File: src/hw/mct_pkg.sv
package mct_pkg;

  // ****************************************
  // Register map
  // ****************************************
  localparam int AW = 4;
  localparam int DW = 8;
  localparam logic [3:0] ADR_MODE = 4'h0;
  localparam logic [3:0] ADR_CTRL = 4'h1;
  localparam logic [3:0] ADR_CLKSEL = 4'h2;
  localparam logic [3:0] ADR_CMP_A = 4'h3;
  localparam logic [3:0] ADR_CMP_B = 4'h4;
  localparam logic [3:0] ADR_MASK_A = 4'h5;
  localparam logic [3:0] ADR_MASK_B = 4'h6;
  localparam logic [3:0] ADR_STATUS = 4'h7;
  localparam logic [3:0] ADR_CAPTURE = 4'h8;

  // ****************************************
  // Reset values
  // ****************************************
  localparam logic [3:0] RST_MODE = 4'hF;
  localparam logic [3:0] RST_CTRL = 4'h0;
  localparam logic [3:0] RST_CLKSEL = 4'hF;
  localparam logic [7:0] RST_CMP = 8'hFF;
  localparam logic [3:0] RST_MASK = 4'h0;

  // ****************************************
  // Mode field codes
  // ****************************************
  localparam logic [3:0] M_COUNT = 4'hF;
  localparam logic [3:0] M_EXT_TRIG = 4'hE;
  localparam logic [3:0] M_INT_TRIG = 4'hD;
  localparam logic [3:0] M_COUNT_PEER = 4'hC;
  localparam logic [3:0] M_TRIG_PEER = 4'hB;
  localparam logic [3:0] M_BURST_PEER = 4'hA;
  localparam logic [3:0] M_BURST_SER = 4'h9;
  localparam logic [3:0] M_FSK = 4'h8;
  localparam logic [3:0] M_PWM = 4'h7;
  localparam logic [3:0] M_MANCH = 4'h6;
  localparam logic [3:0] M_BIPHASE = 4'h5;
  localparam logic [3:0] M_CAPTURE = 4'h4;

  // ****************************************
  // Field codes
  // ****************************************
  localparam logic [1:0] SRC_SYS = 2'h3;
  localparam logic [1:0] SRC_PEER = 2'h2;
  localparam logic [1:0] SRC_OTHER = 2'h1;
  localparam logic [1:0] SRC_EDGE = 2'h0;
  localparam logic [1:0] EDGE_POS = 2'h2;
  localparam logic [1:0] EDGE_NEG = 2'h1;
  localparam logic [1:0] EDGE_ANY = 2'h0;
  localparam logic [7:0] CNT_MAX = 8'hFF;

  // Control word, one bit per function
  typedef struct packed {
    logic edge_irq_mask;
    logic output_preset_bit;
    logic toggle_on_start_bit;
    logic run_bit;
  } mct_ctrl_t;

  // Per-compare action mask
  typedef struct packed {
    logic single_act;
    logic toggle_en;
    logic irq_en;
    logic reset_en;
  } mct_mask_t;

  // Sticky event flags
  typedef struct packed {
    logic edge_seen_flag;
    logic match_b_flag;
    logic match_a_flag;
  } mct_stat_t;

  typedef enum logic [1:0] {ST_IDLE, ST_ARMED, ST_COUNT, ST_WAIT_EDGE} mct_state_t;

endpackage

File: src/hw/mct_timer.sv
// Implementation choices: the address-and-strobe port and the register addresses.
`timescale 1ns/1ps
// Overview of operation
// - Eight-bit up-counter with two compare registers and one capture register.
// - Timer input is synchronised to the system clock, idle when clock stops.
// - Counter value readable through the capture register, except in trigger, PWM and capture modes.
// - Single-action compare fires only once per start or trigger restart.
// - Compares alternate A, B, A, B after each start.
// - With single action on one register, later compares use only the other.
// - Match resets counter, raises interrupt or toggles output per mask bits.
// - Control register starts, stops, presets output, masks edge interrupt.
// - Edge interrupt only when edge mask set and run bit clear.
// - All events share one interrupt; status register shows which occurred.
// - Compare value x gives match interval of x plus one counter clocks.
// - External trigger: first edge starts, later edges capture, reset, restart.
// - Internal trigger: peer toggle captures count, resets, restarts single actions.
// - Two modes repeat counter and external trigger modes, routing peer output.
// - Burst one: own carrier gated by peer output flip-flop.
// - Burst two: own carrier gated by serial output bit.
// - FSK: serial bit low selects compare A, high selects compare B.
// - PWM: serial bit picks compare register, peer toggle restarts counter.
// - Manchester: A match shifts input level out, next edge resets counter.
// - Manchester: compare B acts as timeout through the interrupt.
// - Biphase: toggle flip-flop samples mid-frame edge, A match shifts it.
// - External capture: input edge copies count without resetting it.
// - Four-bit mode field, twelve modes, codes 0000 to 0011 not allowed.
// - Run clear stops and resets; toggle on start; preset only while stopped.
// - Edge and match flags clear when status register is read.
// - Source field picks counter clock; edge field picks active input edge.
module mct_timer (
  // Clock and reset
  input wire logic CORE_CLK,
  input wire logic RST_N,
  // Register port
  input wire logic [mct_pkg::AW-1:0] REG_ADDR,
  input wire logic [mct_pkg::DW-1:0] REG_WDATA,
  input wire logic REG_WR,
  input wire logic REG_RD,
  output logic [mct_pkg::DW-1:0] REG_RDATA,
  // Timer input and companion signals
  input wire logic TIMER_INPUT,
  input wire logic PEER_TOGGLE,
  input wire logic PEER_OUTPUT,
  input wire logic PEER_CLK_TICK,
  input wire logic OTHER_CLK_TICK,
  input wire logic BURST_GATE,
  input wire logic SERIAL_OUT,
  // Outputs
  output logic TIMER_OUTPUT,
  output logic OWN_TOGGLE,
  output logic TIMER_IRQ,
  output logic SHIFT_CLK,
  output logic SHIFT_DATA
);
  import mct_pkg::*;

  // ****************************************
  // State
  // ****************************************
  logic [3:0] mode, next_mode;
  mct_ctrl_t ctrl, next_ctrl;
  logic [3:0] clksel, next_clksel;
  logic [7:0] cmp_a, next_cmp_a;
  logic [7:0] cmp_b, next_cmp_b;
  mct_mask_t mask_a, next_mask_a;
  mct_mask_t mask_b, next_mask_b;
  mct_stat_t stat, next_stat;
  logic [7:0] capture, next_capture;
  logic [7:0] cnt, next_cnt;
  mct_state_t st, next_st;
  logic sel, next_sel;
  logic done_a, next_done_a;
  logic done_b, next_done_b;
  logic tog, next_tog;
  logic mid, next_mid;
  logic [2:0] sync, next_sync;
  logic peer_q, next_peer_q;
  logic out_q, next_out_q;
  logic irq_q, next_irq_q;
  logic shclk_q, next_shclk_q;
  logic shdat_q, next_shdat_q;
  logic [7:0] rdata, next_rdata;

  // ****************************************
  // Decode
  // ****************************************
  logic edge_evt, tick, peer_evt, mode_ok, ext_trig, int_trig, demod, ser_sel;
  logic eff_sel, use_a, use_b, hit_a, hit_b, rst_hit, restart, cap_evt;
  logic wr_ctrl, start, rd_stat;

  // Edge decoder on the second and third stages only
  always_comb
  begin
    case (clksel[3:2])
      EDGE_POS: edge_evt = sync[1] & ~sync[2];
      EDGE_NEG: edge_evt = ~sync[1] & sync[2];
      EDGE_ANY: edge_evt = sync[1] ^ sync[2];
      default: edge_evt = 1'b0;
    endcase
  end

  // Counter clock enable from the selected source
  always_comb
  begin
    case (clksel[1:0])
      SRC_SYS: tick = 1'b1;
      SRC_PEER: tick = PEER_CLK_TICK;
      SRC_OTHER: tick = OTHER_CLK_TICK;
      default: tick = edge_evt;
    endcase
  end

  // Mode classes; low codes are refused and hold the counter idle
  assign mode_ok = mode[3:2] != 2'b00;
  assign ext_trig = (mode == M_EXT_TRIG) || (mode == M_TRIG_PEER);
  assign int_trig = (mode == M_INT_TRIG) || (mode == M_PWM);
  assign demod = (mode == M_MANCH) || (mode == M_BIPHASE);
  assign ser_sel = (mode == M_FSK) || (mode == M_PWM);
  assign peer_evt = PEER_TOGGLE != peer_q;
  assign wr_ctrl = REG_WR && (REG_ADDR == ADR_CTRL);
  assign start = wr_ctrl && REG_WDATA[0] && !ctrl.run_bit;
  assign rd_stat = REG_RD && (REG_ADDR == ADR_STATUS);

  // A spent single-action register hands over to the other one
  always_comb
  begin
    eff_sel = sel;
    if (!sel && done_a)
    begin
      eff_sel = 1'b1;
    end
    else if (sel && done_b)
    begin
      eff_sel = 1'b0;
    end
  end

  // Demodulators watch both registers; FSK and PWM follow the serial bit
  always_comb
  begin
    if (demod)
    begin
      use_a = 1'b1;
      use_b = 1'b1; // B runs as timeout
    end
    else if (ser_sel)
    begin
      use_a = !SERIAL_OUT;
      use_b = SERIAL_OUT;
    end
    else
    begin
      use_a = !eff_sel;
      use_b = eff_sel;
    end
  end

  // Match when count equals x, so x+1 clocks between resets
  assign hit_a = (st == ST_COUNT) && tick && use_a && !done_a && (cnt == cmp_a);
  assign hit_b = (st == ST_COUNT) && tick && use_b && !done_b && (cnt == cmp_b);
  assign rst_hit = (hit_a && mask_a.reset_en) || (hit_b && mask_b.reset_en);

  // Trigger restarts and capture events
  assign restart = (ext_trig && st == ST_COUNT && edge_evt)
    || (int_trig && st == ST_COUNT && peer_evt)
    || (demod && st == ST_WAIT_EDGE && edge_evt);
  assign cap_evt = (ext_trig && st == ST_COUNT && edge_evt)
    || (int_trig && st == ST_COUNT && peer_evt)
    || ((mode == M_CAPTURE) && st == ST_COUNT && edge_evt);

  // ****************************************
  // Registers written by software
  // ****************************************
  // Write decode
  always_comb
  begin
    next_mode = mode;
    next_ctrl = ctrl;
    next_clksel = clksel;
    next_cmp_a = cmp_a;
    next_cmp_b = cmp_b;
    next_mask_a = mask_a;
    next_mask_b = mask_b;
    if (REG_WR)
    begin
      if (REG_ADDR == ADR_MODE)
      begin
        next_mode = REG_WDATA[3:0];
      end
      else if (REG_ADDR == ADR_CTRL)
      begin
        next_ctrl = mct_ctrl_t'(REG_WDATA[3:0]);
      end
      else if (REG_ADDR == ADR_CLKSEL)
      begin
        next_clksel = REG_WDATA[3:0];
      end
      else if (REG_ADDR == ADR_CMP_A)
      begin
        next_cmp_a = REG_WDATA;
      end
      else if (REG_ADDR == ADR_CMP_B)
      begin
        next_cmp_b = REG_WDATA;
      end
      else if (REG_ADDR == ADR_MASK_A)
      begin
        next_mask_a = mct_mask_t'(REG_WDATA[3:0]);
      end
      else if (REG_ADDR == ADR_MASK_B)
      begin
        next_mask_b = mct_mask_t'(REG_WDATA[3:0]);
      end
    end
  end

  // ****************************************
  // Counter core
  // ****************************************
  // Sequencer, counter, compare selection and capture
  always_comb
  begin
    next_sync = {sync[1:0], TIMER_INPUT};
    next_peer_q = PEER_TOGGLE;
    next_st = st;
    next_cnt = cnt;
    next_sel = sel;
    next_done_a = done_a;
    next_done_b = done_b;
    next_mid = mid;
    next_capture = capture;
    next_shclk_q = 1'b0;
    next_shdat_q = shdat_q;
    if (!ctrl.run_bit || !mode_ok)
    begin
      // Stop clears everything that belongs to a run
      next_st = ST_IDLE;
      next_cnt = 8'h00;
      next_sel = 1'b0;
      next_done_a = 1'b0;
      next_done_b = 1'b0;
      next_mid = 1'b0;
    end
    else
    begin
      case (st)
        ST_IDLE: next_st = ext_trig ? ST_ARMED : ST_COUNT;
        ST_ARMED:
        begin
          if (edge_evt)
          begin
            next_st = ST_COUNT; // First edge only starts
          end
        end
        ST_COUNT:
        begin
          if (restart)
          begin
            next_cnt = 8'h00;
            next_sel = 1'b0;
            next_done_a = 1'b0; // Restart single actions
            next_done_b = 1'b0;
            next_mid = 1'b0;
          end
          else
          begin
            if (tick)
            begin
              next_cnt = rst_hit ? 8'h00 : cnt + 8'h01;
            end
            if (hit_a || hit_b)
            begin
              next_sel = !eff_sel;
            end
            if (hit_a && mask_a.single_act)
            begin
              next_done_a = 1'b1;
            end
            if (hit_b && mask_b.single_act)
            begin
              next_done_b = 1'b1;
            end
            if ((mode == M_BIPHASE) && edge_evt)
            begin
              next_mid = !mid; // Mid-frame edge flips the bit
            end
            if (demod && hit_a)
            begin
              // Sample point: push decoded bit, then resync on edge
              next_shclk_q = 1'b1;
              next_shdat_q = (mode == M_MANCH) ? sync[1] : mid;
              next_st = ST_WAIT_EDGE;
            end
          end
        end
        default:
        begin
          if (edge_evt)
          begin
            next_st = ST_COUNT;
            next_cnt = 8'h00; // Edge resynchronises the bit timer
            next_mid = 1'b0;
            next_done_a = 1'b0;
            next_done_b = 1'b0;
          end
        end
      endcase
    end
    // Capture modes load on their event, other modes track the count
    if (cap_evt)
    begin
      next_capture = cnt;
    end
    else if (!ext_trig && !int_trig && (mode != M_CAPTURE))
    begin
      next_capture = cnt;
    end
  end

  // ****************************************
  // Output stage, flags and read port
  // ****************************************
  // Toggle flip-flop, output routing, status and interrupt
  always_comb
  begin
    next_tog = tog;
    if (wr_ctrl && !ctrl.run_bit)
    begin
      // Preset only while stopped; start may flip it at once
      next_tog = REG_WDATA[2] ^ (start & REG_WDATA[1]);
    end
    else
    begin
      next_tog = tog ^ (hit_a && mask_a.toggle_en) ^ (hit_b && mask_b.toggle_en);
    end
    case (mode)
      M_COUNT_PEER, M_TRIG_PEER, M_MANCH, M_BIPHASE: next_out_q = PEER_OUTPUT;
      M_BURST_PEER: next_out_q = tog & BURST_GATE;
      M_BURST_SER: next_out_q = tog & SERIAL_OUT;
      default: next_out_q = tog;
    endcase
    // Read clears flags, but a new event in the same cycle wins
    next_stat = rd_stat ? 3'b000 : stat;
    next_stat.match_a_flag = next_stat.match_a_flag | hit_a;
    next_stat.match_b_flag = next_stat.match_b_flag | hit_b;
    next_stat.edge_seen_flag = next_stat.edge_seen_flag | edge_evt;
    // One shared interrupt pulse
    next_irq_q = (hit_a && mask_a.irq_en) || (hit_b && mask_b.irq_en)
      || (edge_evt && ctrl.edge_irq_mask && !ctrl.run_bit);
    next_rdata = 8'h00;
    if (REG_RD)
    begin
      if (REG_ADDR == ADR_MODE)
      begin
        next_rdata = {4'h0, mode};
      end
      else if (REG_ADDR == ADR_CTRL)
      begin
        next_rdata = {4'h0, ctrl};
      end
      else if (REG_ADDR == ADR_CLKSEL)
      begin
        next_rdata = {4'h0, clksel};
      end
      else if (REG_ADDR == ADR_CMP_A)
      begin
        next_rdata = cmp_a;
      end
      else if (REG_ADDR == ADR_CMP_B)
      begin
        next_rdata = cmp_b;
      end
      else if (REG_ADDR == ADR_MASK_A)
      begin
        next_rdata = {4'h0, mask_a};
      end
      else if (REG_ADDR == ADR_MASK_B)
      begin
        next_rdata = {4'h0, mask_b};
      end
      else if (REG_ADDR == ADR_STATUS)
      begin
        next_rdata = {5'h00, stat};
      end
      else if (REG_ADDR == ADR_CAPTURE)
      begin
        next_rdata = capture;
      end
    end
  end

  // State registers
  always_ff @(posedge CORE_CLK or negedge RST_N)
  begin
    if (!RST_N)
    begin
      mode <= RST_MODE;
      ctrl <= mct_ctrl_t'(RST_CTRL);
      clksel <= RST_CLKSEL;
      cmp_a <= RST_CMP;
      cmp_b <= RST_CMP;
      mask_a <= mct_mask_t'(RST_MASK);
      mask_b <= mct_mask_t'(RST_MASK);
      stat <= 3'b000;
      capture <= 8'h00;
      cnt <= 8'h00;
      st <= ST_IDLE;
      sel <= 1'b0;
      done_a <= 1'b0;
      done_b <= 1'b0;
      tog <= 1'b0;
      mid <= 1'b0;
      sync <= 3'b000;
      peer_q <= 1'b0;
      out_q <= 1'b0;
      irq_q <= 1'b0;
      shclk_q <= 1'b0;
      shdat_q <= 1'b0;
      rdata <= 8'h00;
    end
    else
    begin
      mode <= next_mode;
      ctrl <= next_ctrl;
      clksel <= next_clksel;
      cmp_a <= next_cmp_a;
      cmp_b <= next_cmp_b;
      mask_a <= next_mask_a;
      mask_b <= next_mask_b;
      stat <= next_stat;
      capture <= next_capture;
      cnt <= next_cnt;
      st <= next_st;
      sel <= next_sel;
      done_a <= next_done_a;
      done_b <= next_done_b;
      tog <= next_tog;
      mid <= next_mid;
      sync <= next_sync;
      peer_q <= next_peer_q;
      out_q <= next_out_q;
      irq_q <= next_irq_q;
      shclk_q <= next_shclk_q;
      shdat_q <= next_shdat_q;
      rdata <= next_rdata;
    end
  end

  // Port drive
  assign REG_RDATA = rdata;
  assign TIMER_OUTPUT = out_q;
  assign OWN_TOGGLE = tog;
  assign TIMER_IRQ = irq_q;
  assign SHIFT_CLK = shclk_q;
  assign SHIFT_DATA = shdat_q;
endmodule

File: config.mk
export PLATFORM = sky130hd
export DESIGN_NAME = mct_timer
export DESIGN_NICKNAME = d
export VERILOG_FILES = /design/src/hw/mct_pkg.sv /design/src/hw/mct_timer.sv
export SDC_FILE = /design/constraint.sdc
export NUM_CORES = 1
export LEC_CHECK = 0
export BUFFER_PORTS_ARGS = -buffer_cell sky130_fd_sc_hd__buf_2
export CAP_MARGIN = 20
export CORE_MARGIN = 1
export CORE_UTILIZATION = 40
export DETAILED_ROUTE_END_ITERATION = 10
export GPL_TIMING_DRIVEN = 0
export PLACE_DENSITY = 0.62
export SYNTH_ARGS = -nofsm -noshare
export SYNTH_HDL_FRONTEND = slang
export SYNTH_SLANG_ARGS = --single-unit
File: constraint.sdc
create_clock -name CORE_CLK -period 3 [get_ports CORE_CLK]
set_input_delay 0.6 -clock CORE_CLK [delete_from_list [all_inputs] [get_ports CORE_CLK]]
set_output_delay 0.6 -clock CORE_CLK [all_outputs]
set_load 0.005 [all_outputs]
==> impl_metrics.csv <==
group,metric,value,unit
drt,vias,3402,
setup_path,worstSetupPathType,"flop to flop",
drt,ant_nets,0,
final_layout,antenna_cells,0,
grt,gr-total-overflow,0,
power,leakage,2.02,nW
synth,ys_seq_area_frac,0.462,
timing,min_period_over_period,0.898,
power,ir_worst_vdd,0.307,mV
place,dpl_cell_area,4660,um2
grt,global_route.usage.met1,0.288,
clock_tree,clockRootBuffer,"clkbuf_8",
grt,grt_most_used_layer,"met2",
synth,postSynth.asyncResetShare,1.00,
synth,syn_area_per_cell,10.2,um2
drt,via_per_inst,5.60,
timing,final.setup_skew,10.8,ps
setup_path,crit_chain,"buf_2 > clkbuf_1 > o21ai_1 > or4_1 > o21bai_2 > a21oi_1 > o22ai_1",
clock_tree,worstSkewPairLatency,350,ps
synth,ys_seq_elements,78,
timing,fmax,0.371,GHz
grt,grtUsageMet3,0.0353,
grt,grt_usage,0.212,
synth,yosys.area.top_type,"dfrtp_1",
setup_path,cp_num_cells,7,
synth,synth_nets,447,
synth,yosys_most_used_dff,"dfrtp_1",
clock_tree,htreeDepth,3,
status,status,"finished, final reports clean",
timing,holdWs,189,ps
final_layout,final_area,4850,um2
grt,antenna_found_initial,0,
synth,yosysTopAreaCellShare,0.315,
timing,final.min_clock_period,2690,ps
die,floorplan.rows,37,
setup_path,crit_end,"cnt[7]$_DFFE_PN0P_",
synth,ys_types,62,
die,die_width,106,um
synth,netlist_top_cells_area,"dfrtp_1 31%, dfstp_2 15%, mux2_2 10%",
setup_path,critPathBufInv,2,
drt,drc_errors,0,
grt,use_met2,0.337,
drt,drt_wl_total,10900,um
place,hpwl,8130,um
setup_path,cpPeakStageDelay,560,ps
timing,drv_slew,0,
setup_path,worst_setup_path_end_kind,"flop",
die,die_h,106,um
die,core-area,10400,um2
synth,synth_edf_count,0,
final_layout,postLayoutCoreUtil,0.467,
setup_path,critical_path.max_fanout,10,
clock_tree,path_clk_slew,80,ps
die,die-area,11200,um2
place,place_congestion,0.933,
worst_hold_path,hp-class,"input port to asynchronous set/reset pin",
setup_path,startpoint_type,"flop",
setup_path,required,3270,ps
setup_path,startpoint,"mode[3]$_DFFE_PN1P_",
clock_tree,clock-sinks,78,
clock_tree,cts_buffers,9,
timing,rsz0062_at_grt,"no",
clock_tree,cts_tree,"done",
timing,relSlewSlack,0.590,
timing,report.final.hold_viol_count,0,
final_layout,fin_nets,493,
synth,syn_area,4290,um2
timing,tightest_slew,611,ps
synth,yosysMostFrequentCell,"dfrtp_1",
drt,wl_per_cell,18.0,um
setup_path,r2r_end,"cnt[7]$_DFFE_PN0P_",
grt,grt_first_pass_wirelength,17800,um
setup_path,ff2ff_setup_slack,310,ps
timing,setup_violations,0,
die,initial_core_util,0.414,
grt,grt_max_degree,46,
drt,firstDrtPassIters,4,
grt,grt_pass1_vias,3425,
clock_tree,clockBufferDepth,2,
flow_run,cap_violations,0,
setup_path,crit_family,"compound AO/OA/AOI/OAI gates",
synth,synth.top_cells.by_count,"54 x dfrtp_1, 41 x nand2_1, 39 x mux2_2",
timing,totalNegativeSetupSlack,0,ps
final_layout,area_growth,12.9,%
final_layout,drive_above_1_share,0.284,
power,power_density,608,nW/um2
setup_path,worst_path_max_delay_cell,"or4_1",
place,place_ws,163,ps
setup_path,worstReg2RegStart,"mode[3]$_DFFE_PN1P_",
drt,drt_iter0_drc,211,
timing,setup_ws,306,ps
setup_path,reg2reg_depth,7,
die,io_pins,36,
place,port_buffers,34,
synth,yosysWarningCount,0,
synth,synthesis.instances,421,
setup_path,critPathArrivalTime,2960,ps
## logic make-up (layout without fill, tap and decap cells)
logic type	after synthesis	count (layout)	share of synthesized area
AOI/OAI and AO/OA	90	90	0.152
DFF	78	78	0.462
buffers and inverters	38	89	0.0358
xor gates and xnor gates	22	22	0.0481
and+or+nand+nor	143	143	0.173
adders and majority gates	3	3	0.00874
muxes	47	47	0.121
## worst min path at each step
stage	cells after the start	startpoint	endpoint	slack [ps]
finish	1	RST_N	SHIFT_DATA$_DFFE_PN0P_	190
global route	1	RST_N	SHIFT_DATA$_DFFE_PN0P_	210
CTS	1	RST_N	SHIFT_DATA$_DFFE_PN0P_	200
detailed placement	0	sync[0]$_DFF_PN0_	sync[1]$_DFF_PN0_	360
global placement	0	sync[0]$_DFF_PN0_	sync[1]$_DFF_PN0_	340
floorplan	0	RST_N	OWN_TOGGLE$_DFF_PN0_	300
## layout by cell type, fill, tap and decap left out, types with 4 or more instances in the layout
| cell | synthesis | layout |
|---|---|---|
| nand3_1 | 17 | 17 |
| dfrtp_1 | 54 | 54 |
| a31oi_1 | 5 | 4 |
| nand2b_1 | 10 | 10 |
| a21oi_1 | 17 | 17 |
| buf_2 | 3 | 36 |
| o21ai_0 | 22 | 22 |
| o311ai_1 | 5 | 5 |
| clkbuf_1 | 16 | 18 |
| nand4_1 | 7 | 7 |
| nor3_1 | 5 | 5 |
| xnor2_1 | 14 | 14 |
| mux2i_1 | 7 | 7 |
| nor2_1 | 31 | 31 |
| mux2_2 | 39 | 39 |
| o22ai_1 | 6 | 6 |
| xor2_1 | 7 | 7 |
| clkbuf_8 | 0 | 10 |
| nor2b_1 | 9 | 9 |
| nand2_1 | 41 | 41 |
| dfstp_2 | 24 | 24 |
| a22o_1 | 4 | 4 |
| a32oi_1 | 7 | 7 |
| inv_1 | 17 | 17 |
## per-layer routing
layer,up-vias,routed length (um)
met1,1677,4970
met2,103,5150
met4,0,186
met5,-,0
met3,19,633
li1,1603,-
## repair_timing
item,4_1_cts,5_1_grt
hold buffers,0,0
gates resized for setup,0,2
endpoints found under the hold margin,0,0
buffers inserted,0,0
setup endpoints to repair,0,5
## worst reg2reg max path: cells and delay by family, from the launching register on
family | cells | cell delay [ps]
AO/OA/AOI/OAI | 4 | 960
buffers and inverters | 2 | 570
AND/OR/NAND/NOR | 1 | 570
flip-flops | 1 | 520
## final cells by class
cell class	count	area, um2
Clock inverter	4	22.5
Clock buffer	12	145
Timing Repair Buffer	35	200
Tap cell	136	170
Buffer	21	90.1
Sequential cell	78	1980
Inverter	17	63.8
Multi-Input combinational cell	305	2170
Fill cell	992	5520
## power breakdown
part,switching (mW),internal (mW)
combinational,0.462,0.363
clock,0.385,0.320
sequential,0.146,1.27
total,0.994,1.95
## per-stage QoR
stage / power, mW / instances
after global placement: 2.22 / 591
final: 2.94 / 608
after CTS: 2.95 / 608
after floorplan: 1.97 / 421
after detailed placement: 2.24 / 592
after global routing: 3.12 / 608
## registers in the layout, indices dropped and copies added (netlist names), 3 cells and up
signal	cells
REG_RDATA	8
capture	8
clksel	4
cmp_a	8
cmp_b	8
cnt	8
ctrl	4
mask_a	4
mask_b	4
mode	4
stat	3
sync	3
Note: power is estimated with default switching activity, not from simulation.
